--- config.mk ---
export PLATFORM = sky130hd
export DESIGN_NAME = spcd_top
export DESIGN_NICKNAME = d
export VERILOG_FILES = /design/src/inc/spcd_pkg.sv /design/src/spcd_top.sv
export SDC_FILE = /design/constraint.sdc
export NUM_CORES = 1
export LEC_CHECK = 0
export BUFFER_PORTS_ARGS = -buffer_cell sky130_fd_sc_hd__buf_2
export CAP_MARGIN = 20
export CORE_ASPECT_RATIO = 0.8
export CORE_UTILIZATION = 55
export DETAILED_ROUTE_END_ITERATION = 16
export PLACE_DENSITY = 0.79
export SETUP_SLACK_MARGIN = 0.2
export SLEW_MARGIN = 20
export SYNTH_ARGS = -nofsm -noshare
export SYNTH_HDL_FRONTEND = slang
export SYNTH_SLANG_ARGS = --single-unit
--- constraint.sdc ---
create_clock -name SYS_CLK -period 2.1 [get_ports SYS_CLK]
set_input_delay 0.21 -clock SYS_CLK [delete_from_list [all_inputs] [get_ports SYS_CLK]]
set_output_delay 0.21 -clock SYS_CLK [all_outputs]
set_load 0.1 [all_outputs]
--- src/inc/spcd_pkg.sv ---
`default_nettype none
package spcd_pkg;
  // SFR addresses
  localparam logic [7:0] SPCD_ADDR_CONTROL   = 8'hf8;
  localparam logic [7:0] SPCD_ADDR_SHIFTDATA = 8'h7f;
  // Reset values
  localparam logic [7:0] SPCD_RST_CONTROL    = 8'h05;
  localparam logic [7:0] SPCD_RST_SHIFTDATA  = 8'h00;
  // Control register field positions
  localparam int SPCD_BIT_DONE  = 7;
  localparam int SPCD_BIT_WRITE_COLLISION_FLAG  = 6;
  localparam int SPCD_BIT_EN    = 5;
  localparam int SPCD_BIT_MSTR  = 4;
  localparam int SPCD_BIT_IDLE  = 3;
  localparam int SPCD_BIT_PHASE = 2;
  localparam int SPCD_BIT_RATE  = 0;
  // Port 2 pin positions
  localparam int SPCD_PIN_SCLK = 0;
  localparam int SPCD_PIN_MOSI = 1;
  localparam int SPCD_PIN_MISO = 2;
  localparam int SPCD_PIN_SS   = 3;
  localparam int SPCD_BITS     = 8;
  // Interrupt vector shared with the two-wire interface
  localparam logic [7:0] SPCD_VECTOR = 8'h3b;
endpackage
`default_nettype wire

--- src/spcd_top.sv ---
// Functional notes
// - The transfer-done flag, bit 7 of the control register, sets when a transfer ends.
// - The transfer-done flag clears on a software write of zero or on a read of shift data.
// - The write-collision flag, bit 6, sets on a shift-data write during a transfer; software clears it.
// - Enable bit 5 hands the shared port pins to the serial port; when zero they act as port pins.
// - Master bit 4 makes the block master driving the serial clock, else slave taking it in.
// - Bit 3 set makes the serial clock idle high, clear idle low.
// - Bit 2 set launches data on the leading clock edge, clear on the trailing edge.
// - In master mode the rate bits divide the core clock by 2, 4, 8 or 16.
// - Master and slave should use identical polarity and phase settings.
// - The serial interrupt shares one vector with the two-wire interface.
// - Shift data is eight bits at its own address, resets to zero, not bit addressable.
// - Serial clock, MOSI, MISO and slave select sit on port bits 0 to 3.
`default_nettype none
module spcd_top
  import spcd_pkg::*;
(
  // Clock and reset
  input  wire logic       SYS_CLK,
  input  wire logic       RST,
  // Special-function register access
  input  wire logic [7:0] SFR_ADDR,
  input  wire logic       SFR_WR,
  input  wire logic       SFR_RD,
  input  wire logic [7:0] SFR_WDATA,
  output var  logic [7:0] SFR_RDATA,
  // Port 2 latch and pins
  input  wire logic [3:0] PORT_LATCH,
  input  wire logic [3:0] PORT_IN,
  output var  logic [3:0] PORT_OUT,
  output var  logic [3:0] PORT_OE,
  // Interrupt request toward the shared vector
  output var  logic       IRQ
);
  typedef enum logic [2:0] {
    ST_IDLE = 3'b001,
    ST_MRUN = 3'b010,
    ST_SRUN = 3'b100
  } spcd_state_t;

  function automatic logic [3:0] half_period(input logic [1:0] rate);
    half_period = (4'h1 << rate) - 4'h1;
  endfunction

  spcd_state_t state_reg, state_next;
  logic [7:0] ctl_reg, ctl_next;
  logic [7:0] shift_reg, shift_next;
  logic [3:0] div_reg, div_next;
  logic [3:0] edge_reg, edge_next;
  logic       sclk_reg, sclk_next;
  logic       mosi_reg, mosi_next;
  logic       sin_reg, sin_next;
  logic       sprev_reg, sprev_next;
  logic [7:0] rdata_reg, rdata_next;
  logic [3:0] pout_reg, pout_next;
  logic [3:0] poe_reg, poe_next;
  logic       irq_reg, irq_next;

  logic en, mstr, clock_idle_level, clock_launch_edge;
  logic wr_ctl, wr_dat, rd_dat, busy, done, sel_low, sedge, lead;
  assign en     = ctl_reg[SPCD_BIT_EN];
  assign mstr   = ctl_reg[SPCD_BIT_MSTR];
  assign clock_idle_level   = ctl_reg[SPCD_BIT_IDLE];
  assign clock_launch_edge   = ctl_reg[SPCD_BIT_PHASE];
  assign wr_ctl = SFR_WR && SFR_ADDR == SPCD_ADDR_CONTROL;
  assign wr_dat = SFR_WR && SFR_ADDR == SPCD_ADDR_SHIFTDATA;
  assign rd_dat = SFR_RD && SFR_ADDR == SPCD_ADDR_SHIFTDATA;
  assign busy   = state_reg != ST_IDLE;
  assign sel_low = !PORT_IN[SPCD_PIN_SS];
  assign sedge  = PORT_IN[SPCD_PIN_SCLK] != sprev_reg;
  // Leading edge leaves the idle level
  assign lead   = (PORT_IN[SPCD_PIN_SCLK] != clock_idle_level);

  always_comb begin
    state_next = state_reg;
    shift_next = shift_reg;
    div_next   = div_reg;
    edge_next  = edge_reg;
    sclk_next  = sclk_reg;
    mosi_next  = mosi_reg;
    sin_next   = sin_reg;
    sprev_next = PORT_IN[SPCD_PIN_SCLK];
    done       = 1'b0;
    unique case (state_reg)
      ST_IDLE: begin
        sclk_next = clock_idle_level;
        if (wr_dat) begin
          shift_next = SFR_WDATA;
        end
        if (en && mstr && wr_dat) begin
          state_next = ST_MRUN;
          div_next   = half_period(ctl_reg[SPCD_BIT_RATE +: 2]);
          edge_next  = 4'h0;
          mosi_next  = SFR_WDATA[7];
        end else if (en && !mstr && sel_low) begin
          state_next = ST_SRUN;
          edge_next  = 4'h0;
          mosi_next  = shift_reg[7];
        end
      end
      ST_MRUN: begin
        if (div_reg != 4'h0) begin
          div_next = div_reg - 4'h1;
        end else begin
          div_next  = half_period(ctl_reg[SPCD_BIT_RATE +: 2]);
          sclk_next = !sclk_reg;
          edge_next = edge_reg + 4'h1;
          // Odd edges (0-based even index) are leading; sample on the non-launch edge
          if (edge_reg[0] == clock_launch_edge) begin
            sin_next = PORT_IN[SPCD_PIN_MISO];
            // Last edge samples the final bit straight into the register
            if (edge_reg == 4'hf) begin
              shift_next = {shift_reg[6:0], PORT_IN[SPCD_PIN_MISO]};
            end
          end else if (edge_reg != 4'h0 || !clock_launch_edge) begin
            // First leading edge keeps the msb that went out with the write
            shift_next = {shift_reg[6:0], sin_reg};
            mosi_next  = shift_reg[6];
          end
          if (edge_reg == 4'hf) begin
            state_next = ST_IDLE;
            done       = 1'b1;
          end
        end
        if (!en) begin
          state_next = ST_IDLE;
        end
      end
      ST_SRUN: begin
        if (sedge) begin
          edge_next = edge_reg + 4'h1;
          if (lead != clock_launch_edge) begin
            sin_next = PORT_IN[SPCD_PIN_MOSI];
            // Last edge samples the final bit straight into the register
            if (edge_reg == 4'hf) begin
              shift_next = {shift_reg[6:0], PORT_IN[SPCD_PIN_MOSI]};
            end
          end else if (edge_reg != 4'h0 || !clock_launch_edge) begin
            shift_next = {shift_reg[6:0], sin_reg};
            mosi_next  = shift_reg[6];
          end
          if (edge_reg == 4'hf) begin
            state_next = ST_IDLE;
            done       = 1'b1;
          end
        end
        if (!en || mstr || !sel_low) begin
          state_next = ST_IDLE;
        end
      end
      default: state_next = ST_IDLE;
    endcase
  end

  always_comb begin
    ctl_next = ctl_reg;
    if (wr_ctl) begin
      ctl_next = SFR_WDATA;
      ctl_next[SPCD_BIT_DONE] = ctl_reg[SPCD_BIT_DONE] & SFR_WDATA[SPCD_BIT_DONE];
      ctl_next[SPCD_BIT_WRITE_COLLISION_FLAG] = ctl_reg[SPCD_BIT_WRITE_COLLISION_FLAG] & SFR_WDATA[SPCD_BIT_WRITE_COLLISION_FLAG];
    end
    if (rd_dat) begin
      ctl_next[SPCD_BIT_DONE] = 1'b0;
    end
    if (done) begin
      ctl_next[SPCD_BIT_DONE] = 1'b1;
    end
    if (wr_dat && busy) begin
      ctl_next[SPCD_BIT_WRITE_COLLISION_FLAG] = 1'b1;
    end
    rdata_next = 8'h00;
    if (SFR_RD && SFR_ADDR == SPCD_ADDR_CONTROL) begin
      rdata_next = ctl_reg;
    end else if (rd_dat) begin
      rdata_next = shift_reg;
    end
    irq_next = ctl_next[SPCD_BIT_DONE];
  end

  always_comb begin
    pout_next = PORT_LATCH;
    poe_next  = ~PORT_LATCH;
    if (en) begin
      pout_next = 4'h0;
      poe_next  = 4'h0;
      if (mstr) begin
        pout_next[SPCD_PIN_SCLK] = sclk_next;
        pout_next[SPCD_PIN_MOSI] = mosi_next;
        poe_next[SPCD_PIN_SCLK]  = 1'b1;
        poe_next[SPCD_PIN_MOSI]  = 1'b1;
      end else if (sel_low) begin
        pout_next[SPCD_PIN_MISO] = mosi_next;
        poe_next[SPCD_PIN_MISO]  = 1'b1;
      end
    end
  end

  always_ff @(posedge SYS_CLK or posedge RST) begin
    if (RST) begin
      state_reg <= ST_IDLE;
      ctl_reg   <= SPCD_RST_CONTROL;
      shift_reg <= SPCD_RST_SHIFTDATA;
      div_reg   <= 4'h0;
      edge_reg  <= 4'h0;
      sclk_reg  <= 1'b0;
      mosi_reg  <= 1'b0;
      sin_reg   <= 1'b0;
      sprev_reg <= 1'b0;
      rdata_reg <= 8'h00;
      pout_reg  <= 4'h0;
      poe_reg   <= 4'h0;
      irq_reg   <= 1'b0;
    end else begin
      state_reg <= state_next;
      ctl_reg   <= ctl_next;
      shift_reg <= shift_next;
      div_reg   <= div_next;
      edge_reg  <= edge_next;
      sclk_reg  <= sclk_next;
      mosi_reg  <= mosi_next;
      sin_reg   <= sin_next;
      sprev_reg <= sprev_next;
      rdata_reg <= rdata_next;
      pout_reg  <= pout_next;
      poe_reg   <= poe_next;
      irq_reg   <= irq_next;
    end
  end

  assign SFR_RDATA = rdata_reg;
  assign PORT_OUT  = pout_reg;
  assign PORT_OE   = poe_reg;
  assign IRQ       = irq_reg;
endmodule
`default_nettype wire
Word level (Yosys, flattened, before mapping)
Cells that the tools add are included.
{"block": "word_totals", "reg_bits": 47, "inputBits": 28, "out_inout_bits": 17}
{"block": "op_classes", "eq_ne": 22, "add_sub_neg": 3, "n_reduce_logical": 29, "n_shift": 1, "n_mux": 58, "bitwise_logic": 3}
{"cell": "two-way mux 8 bit", "count": 11}
{"cell": "two-way mux 4 bit", "count": 8}
{"cell": "case mux 8 bit (3 select lines)", "count": 1}
{"cell": "two-way mux 1 bit", "count": 22}
{"cell": "two-way mux 3 bit", "count": 7}
{"cell": "!= test 3 bit (second input constant)", "count": 5}
{"cell": "!= test 2 bit (second input constant)", "count": 6}
{"cell": "case mux 4 bit (3 select lines)", "count": 1}
{"cell": "logical AND 1 bit", "count": 9}
{"cell": "case mux 3 bit (3 select lines)", "count": 1}
{"cell": "== test 8 x 7 -> 1 bit (second input constant)", "count": 1}
{"cell": "== test 8 bit (second input constant)", "count": 1}
{"cell": "case mux 4 bit (2 select lines)", "count": 1}
{"cell": "nonzero test 4 bit", "count": 2}
{"cell": "subtractor 4 x 1 -> 4 bit (second input constant)", "count": 2}
{"cell": "case mux 1 bit (2 select lines)", "count": 3}
{"cell": "AND reduction 6 bit", "count": 1}
{"cell": "nonzero test 2 bit", "count": 3}
{"cell": "nonzero test 3 bit", "count": 2}
{"cell": "logical NOT 1 bit", "count": 5}
{"cell": "AND reduction 5 bit", "count": 1}
{"cell": "adder 4 x 1 -> 4 bit (second input constant)", "count": 1}
{"cell": "== test 4 bit (second input constant)", "count": 1}
{"cell": "two-way mux 2 bit", "count": 2}
{"cell": "14 further kinds", "count": 19}

Logic depth before layout (Yosys ltp)
Gate-level depths: netlist of the first run.
{"block": "logic_depth", "depth_word": 9, "depth_mapped": 8}

Worst setup path after synthesis of the first run
Ideal clock, no wire load.
{"block": "synth_timing", "path_kind": "reg-to-reg", "start": "register state_reg[0]", "end": "register shift_reg[0]", "stages_incl_launch_ff": 7, "arrival_time_ns": 1.739, "required_ns": 1.979, "setup_time_ns": 0.121, "setup_slack_ns": 0.240, "path_cell_list": "dfstp_2 > buf_6 > nor3b_2 > nand4_2 > a22oi_4 > o21ai_4 > a22o_1"}
{"block": "synth_via", "elab_chain_cells": 3, "elab_cells_between_ends": 11}
{"element": "from (decl)", "line": "spcd_top.sv:45", "text": "spcd_state_t state_reg, state_next;"}
{"element": "from (signal assigned)", "line": "spcd_top.sv:214", "text": "state_reg <= state_next;"}
{"element": "== test 3 bit (tied with other cells)", "line": "spcd_top.sv:84", "text": "unique case (state_reg)"}
{"element": "!= test 3 bit (no line) (tied with other cells)"}
{"element": "AND reduction 6 bit (no line)"}
{"element": "to (signal assigned)", "line": "spcd_top.sv:216", "text": "shift_reg <= shift_next;"}
{"element": "to (decl)", "line": "spcd_top.sv:47", "text": "logic [7:0] shift_reg, shift_next;"}
Several ways; a longest one is shown, not always the timed one.
A chain may end at the register's enable or synchronous reset.

Worst setup path after layout of the first run
{"block": "layout_timing", "start": "register ctl_reg[2]", "end": "register shift_reg[7]"}
{"block": "layout_via", "elab_chain_cells": 6, "elab_cells_between_ends": 13}
{"element": "from (decl)", "line": "spcd_top.sv:46", "text": "logic [7:0] ctl_reg, ctl_next;"}
{"element": "from (signal assigned)", "line": "spcd_top.sv:215", "text": "ctl_reg <= ctl_next;"}
{"element": "logical NOT 1 bit", "line": "spcd_top.sv:115, spcd_top.sv:138"}
{"element": "logical OR 1 bit", "line": "spcd_top.sv:115, spcd_top.sv:138"}
{"element": "two-way mux 8 bit"}
{"element": "two-way mux 8 bit (on tied branches)", "line": "spcd_top.sv:132, spcd_top.sv:109"}
{"element": "two-way mux 8 bit (on tied branches)", "line": "spcd_top.sv:130, spcd_top.sv:102"}
{"element": "case mux 8 bit (3 select lines)", "line": "spcd_top.sv:84"}
Several ways; a longest one is shown, not always the timed one. The select of a mux whose other input is x is not followed.

==> results of run 1 <==
[cells in the mapped netlist (4+ instances only)]
| cell | count | area share, % |
|---|---|---|
| xnor2_1 | 4 | 1.4 |
| a22o_1 | 24 | 8.4 |
| a21oi_1 | 11 | 2.2 |
| ha_1 | 4 | 2.0 |
| mux2i_1 | 4 | 1.6 |
| nand3_1 | 7 | 1.4 |
| inv_1 | 11 | 1.7 |
| mux2_2 | 8 | 3.6 |
| nor2_1 | 10 | 1.5 |
| a31oi_1 | 5 | 1.3 |
| nand2_1 | 7 | 1.1 |
| o21ai_0 | 9 | 1.8 |
| dfrtp_1 | 44 | 44 |
[metal layers]
metal	share of wire, %	vias up
li1	-	954
met1	44	1014
met2	46	86
met3	6.2	18
met4	3.1	0
met5	0	-
[path summary, 6_finish.rpt]
path	start	to	slack [ns]	depth (start not counted)
min in group SYS_CLK	PORT_LATCH[3]	PORT_OE[3]$_DFF_PP0_	0.05	2
min reg2reg	ctl_reg[6]$_DFFE_PP0P_	SFR_RDATA[6]$_DFF_PP0_	0.51	1
min	RST	div_reg[2]$_DFFE_PP0P_	0.02	3
max reg2reg	ctl_reg[2]$_DFFE_PP1P_	shift_reg[7]$_DFFE_PP0P_	0.21	6
max in group asynchronous	RST	state_reg[1]$_DFFE_PP0P_	1.63	3
max	ctl_reg[2]$_DFFE_PP1P_	shift_reg[7]$_DFFE_PP0P_	0.21	6
[cell type report]
class	instances	area, um2
tap	57	71.32
sequential	47	1182
clock buffer	6	82.58
fill	309	1155
clock inverter	2	38.79
timing repair buffer	68	410.4
multi-input combinational	152	1275
inverter	11	41.29
[logic make-up (layout without fill, tap and decap cells)]
family	after synthesis	after routing	synth area share [%]
compound gates	73	73	23.13
simple gates	56	56	15.00
flops	47	47	47.32
buf+inv	21	87	4.265
mux	12	12	5.218
xor+xnor	7	7	3.061
fa+ha+maj	4	4	2.007
[per-stage QoR]
step	area, um2	hold WS, ns	setup slack, ns
final	3102	0.02011	0.2108
after global routing	3102	0.05614	0.1496
after global placement	2818	0.3655	0.09829
after CTS	2955	0.05508	0.1958
after floorplan	2494	0.2414	0.2396
after detailed placement	2818	0.3858	0.07874
[worst register-to-register path, cell delays in order, from the launching register on]
cell and delay [ns]:
dfstp_2 0.62, buf_12 0.13, xor2_2 0.21, o22ai_4 0.12, o21ba_4 0.26, a22o_1 0.20
a22o_1 0.24
[where the power goes]
group | switching, W | internal (W) | total (W)
clock network | 0.000324 | 0.000392 | 0.000715
logic | 0.000193 | 0.000123 | 0.000316
registers | 0.0000401 | 0.000949 | 0.000989
total | 0.000557 | 0.00146 | 0.00202
[repair_timing]
action                     4_1_cts  5_1_grt
setup endpoints to repair       11       18
buffers inserted                 1       10
pin swaps                        1        6
gates resized for setup          4       12
==> impl_metrics.py, run 1 <==
metrics = {
    "status": {
        "status": "finished, final reports clean",
    },
    "placement": {
        "io_buffers": 44,
        "gp_congestion": 0.8852,
        "dp.cells": 324,
        "hpwlAfterDp_um": 4230,
    },
    "setup_path": {
        "crit_path_start_kind": "flip-flop",
        "max_stage_delay_ns": 0.62,
        "cp_slowest_cell": "dfstp_2",
        "cp.arrival_ns": 2.09,
        "cp_num_buf_inv": 1,
        "crit_chain": "buf_12 -> xor2_2 -> o22ai_4 -> o21ba_4 -> a22o_1 -> a22o_1",
        "worstPathRequired_ns": 2.30,
        "crit_family": "compound AO/OA/AOI/OAI gates",
        "critPathMaxFanout": 7,
        "worst_setup_path_end_kind": "flip-flop",
        "worstSetupPathType": "reg2reg",
        "cpMostUsedCell": "a22o_1",
    },
    "logic_synthesis": {
        "ys_seq_area_share_pct": 47.32,
        "netlist_area_um2": 2494,
        "synth-seq-cells": 47,
        "syn_avg_cell_area_um2": 11.33,
        "synth-edff-count": 0,
        "ys_types": 58,
        "synthFlopType": "dfrtp_1",
        "synthArstFlopShare_pct": 100.0,
        "syn-num-nets": 252,
        "synthCells": 220,
        "ys_warn_count": 0,
    },
    "route": {
        "drc": 0,
        "firstDrtPassIters": 4,
        "routed_wl_um": 6180,
        "drt_iter0_markers": 147,
        "postRouteAntennaNets": 0,
        "routedWlPerCell_um": 18.02,
        "viasPerCell": 6.041,
        "vias": 2072,
    },
    "power": {
        "finalPower_w": 0.002020,
        "leakagePower_nw": 1.477,
        "powerDensity_nw_per_um2": 651.3,
        "peakVddDrop_v": 0.0004457,
    },
    "sta": {
        "timing_worst_slew_pin_value_ns": 0.5932,
        "hold_violations": 0,
        "slew_headroom_pct": 60.45,
        "rsz0062_at_grt": "true",
        "fin_crit_sh_pct": 89.96,
        "setup_violations": 0,
        "fin_setup_tns_ns": 0,
        "final_max_slew_viol_count": 0,
        "fmax_ghz": 0.5293,
        "finalCriticalPeriod_ns": 1.889,
        "fin_skew_ns": 0.006737,
    },
    "clock_tree": {
        "clk_pin_slew_ns": 0.09,
        "cts.path.max_buffers": 2,
        "h-tree-depth": 2,
        "cts_tree": "built",
        "cts_made_buffers": 5,
        "hold_buffers": 0,
        "root_buffer": "clkbuf_8",
        "clk_latency_ns": 0.31,
        "cts.sinks": 47,
    },
    "grt": {
        "busiest_layer": "met1",
        "grt_usage_pct": 26.77,
        "overflow": 0,
        "grt_max_degree": 48,
        "grt_antenna_before_repair": 0,
        "grt_pass1_wl_um": 9791,
        "grt_use_met2_pct": 38.05,
        "grt_pass1_vias": 1939,
        "use_met1_pct": 39.15,
        "grt_use_met3_pct": 5.147,
    },
    "die": {
        "dieHeight_um": 62.23,
        "dieArea_um2": 4809,
        "core_area_um2": 4257,
        "pin_count": 45,
        "fp-row-count": 21,
        "start_util_pct": 58.58,
        "die_x_um": 77.28,
    },
    "final_layout": {
        "final_common_cell": "buf_2",
        "instances_no_fill": 343,
        "diodes": 0,
        "layout_common_cells": "buf_2, dfrtp_1, a22o_1",
        "area_delta_synth_final_pct": 24.39,
        "final_util_pct": 72.87,
        "drive_above_1_share_pct": 38.81,
        "nNetsFinal": 317,
    },
    "hold_path": {
        "hp-class": "in2async",
    },
    "flow_run": {
        "drv_cap": 0,
    },
}
No activity file was read; power rests on OpenSTA's default activity.
==> run 2: changes to the inputs <==
--- a/config.mk
+++ b/config.mk
@@ -8,6 +8,7 @@
 export BUFFER_PORTS_ARGS = -buffer_cell sky130_fd_sc_hd__buf_2
 export CAP_MARGIN = 20
 export CORE_ASPECT_RATIO = 0.8
+export CORE_MARGIN = 2
 export CORE_UTILIZATION = 55
 export DETAILED_ROUTE_END_ITERATION = 16
 export PLACE_DENSITY = 0.79
==> constraint.sdc (replaced) <==
create_clock -name SYS_CLK -period 1.9 [get_ports SYS_CLK]
set_input_delay 0.19 -clock SYS_CLK [delete_from_list [all_inputs] [get_ports SYS_CLK]]
set_output_delay 0.19 -clock SYS_CLK [all_outputs]
set_load 0.1 [all_outputs]
==> impl_metrics.py, run 2 (synthesized netlist as in run 1, its figures left out) <==
metrics = {
    "status": {
        "status": "finished, final reports clean",
    },
    "hold_path": {
        "hp-class": "in2async",
    },
    "sta": {
        "fmax_ghz": 0.5477,
        "timing_worst_slew_pin_value_ns": 0.7876,
        "rsz0062_at_grt": "true",
        "fin_setup_tns_ns": 0,
        "setup_violations": 0,
        "fin_skew_ns": 0.007836,
        "holdWs_ns": 0.004993,
        "slew_headroom_pct": 47.42,
        "finalCriticalPeriod_ns": 1.826,
        "hold_violations": 0,
        "final_max_slew_viol_count": 0,
        "fin_crit_sh_pct": 96.09,
    },
    "power": {
        "peakVddDrop_v": 0.0006072,
        "power.internal_w": 0.001511,
        "clkPwrFrac_pct": 30.9,
        "switching_share_pct": 29.95,
        "leakagePower_nw": 1.585,
        "powerDensity_nw_per_um2": 645.2,
        "power.share.combinational_pct": 18.4,
        "p_seq_share_pct": 50.7,
        "power_switching_w": 0.0006461,
        "finalPower_w": 0.002157,
    },
    "setup_path": {
        "worst_setup_path_end_kind": "flip-flop",
        "worstPathRequired_ns": 2.12,
        "worstSetupPathType": "reg2reg",
        "crit_path_start_kind": "flip-flop",
        "critPathMaxFanout": 6,
        "cp.arrival_ns": 2.04,
    },
    "clock_tree": {
        "cts.path.max_buffers": 2,
        "cts_made_buffers": 5,
        "h-tree-depth": 2,
        "cts.sinks": 47,
        "cts_tree": "built",
        "clk_pin_slew_ns": 0.09,
        "root_buffer": "clkbuf_8",
        "clk_latency_ns": 0.32,
    },
    "route": {
        "vias": 2203,
        "firstDrtPassIters": 5,
        "drt_iter0_markers": 163,
        "postRouteAntennaNets": 0,
        "routed_wl_um": 6720,
        "drc": 0,
        "routedWlPerCell_um": 18.41,
        "viasPerCell": 6.036,
    },
    "final_layout": {
        "final_common_cell": "buf_2",
        "fill_cells": 239,
        "layout_common_cells": "buf_2, dfrtp_1, buf_4",
        "nNetsFinal": 339,
        "instances_no_fill": 365,
        "final_area_um2": 3343,
        "area_delta_synth_final_pct": 34.07,
        "drive_above_1_share_pct": 47.08,
        "diodes": 0,
    },
    "die": {
        "start_util_pct": 58.22,
        "fp-row-count": 21,
        "die_x_um": 79.28,
        "core_area_um2": 4283,
        "dieArea_um2": 5092,
        "dieHeight_um": 64.23,
        "pin_count": 45,
    },
    "grt": {
        "grt_pass1_wl_um": 10930,
        "grt_antenna_before_repair": 0,
        "grt_pass1_vias": 2208,
        "grt_max_degree": 38,
        "overflow": 0,
        "grt_usage_pct": 28.41,
    },
    "flow_run": {
        "drv_cap": 0,
    },
    "placement": {
        "gp_congestion": 0.9680,
        "hpwlAfterDp_um": 4573,
        "io_buffers": 44,
        "dp.cells": 338,
        "placedInstanceArea_um2": 2962,
    },
}
[run 2: cell types whose count changed in the layout (fill, tap and decap cells not counted), moves of 2 or more]
cell     change
o21ai_1      +2
mux2_2       -2
o21ai_0      -2
buf_6        +6
mux2_4       +2
buf_4       +17
[run 2: power by group through the flow]
stage	Combinational, W	Clock (W)	Sequential, W
2_1_floorplan	0.000173	0	0.00118
3_3_place_gp	0.000340	0	0.00111
3_5_place_dp	0.000345	0	0.00111
4_1_cts	0.000390	0.000661	0.00109
5_1_grt	0.000420	0.000705	0.00110
6_report	0.000396	0.000667	0.00109
[run 2: path summary, 6_finish.rpt]
| path | startpoint | to | slack (ns) | depth (start not counted) |
|---|---|---|---|---|
| max | state_reg[0]$_DFFE_PP1P_ | ctl_reg[7]$_DFFE_PP0P_ | 0.07 | 6 |
| min | RST | SFR_RDATA[3]$_DFF_PP0_ | 0.005 | 2 |
| max reg2reg | state_reg[0]$_DFFE_PP1P_ | ctl_reg[7]$_DFFE_PP0P_ | 0.07 | 6 |
| min reg2reg | ctl_reg[6]$_DFFE_PP0P_ | SFR_RDATA[6]$_DFF_PP0_ | 0.51 | 1 |
| max in group asynchronous | RST | edge_reg[0]$_DFFE_PP0P_ | 1.26 | 3 |
| min in group SYS_CLK | PORT_LATCH[3] | PORT_OE[3]$_DFF_PP0_ | 0.01 | 2 |
[run 2: layer usage]
layer	GRT usage [%]	routed length [um]
met4	8.405	117
met3	7.627	610
met1	37.34	2835
met2	46.29	3156
met5	0	0
[run 2: final cells by class]
cell class | count | area, um2 | share of cell area, %
clock inverter | 2 | 16.27 | 0.4865
inverter | 11 | 41.29 | 1.235
multi-input combinational | 152 | 1348 | 40.31
sequential | 47 | 1184 | 35.40
clock buffer | 6 | 82.58 | 2.470
tap | 57 | 71.32 | 2.133
timing repair buffer | 90 | 600.6 | 17.96
[run 2: worst max-delay path, stage by stage (launching register included)]
cell	delay (ns)
dfstp_2	0.61
buf_6	0.15
nor3b_4	0.05
a22oi_2	0.29
buf_4	0.19
or2b_4	0.29
a21o_1	0.16
[run 2: what timing repair did]
item,CTS,global route
pin swaps,14,11
endpoints found under the setup margin,22,22
resized for setup,26,8
hold buffers,0,0
buffers inserted,17,2
[run 2: metrics by stage]
stage | worst slack (ns) | utilization (%)
2_1_floorplan | 0.1288 | -
3_3_place_gp | 0.03697 | 69.15
3_5_place_dp | -0.004483 | 69.15
4_1_cts | 0.1180 | 76.98
5_1_grt | 0.01866 | 78.06
6_report | 0.07423 | 78.06
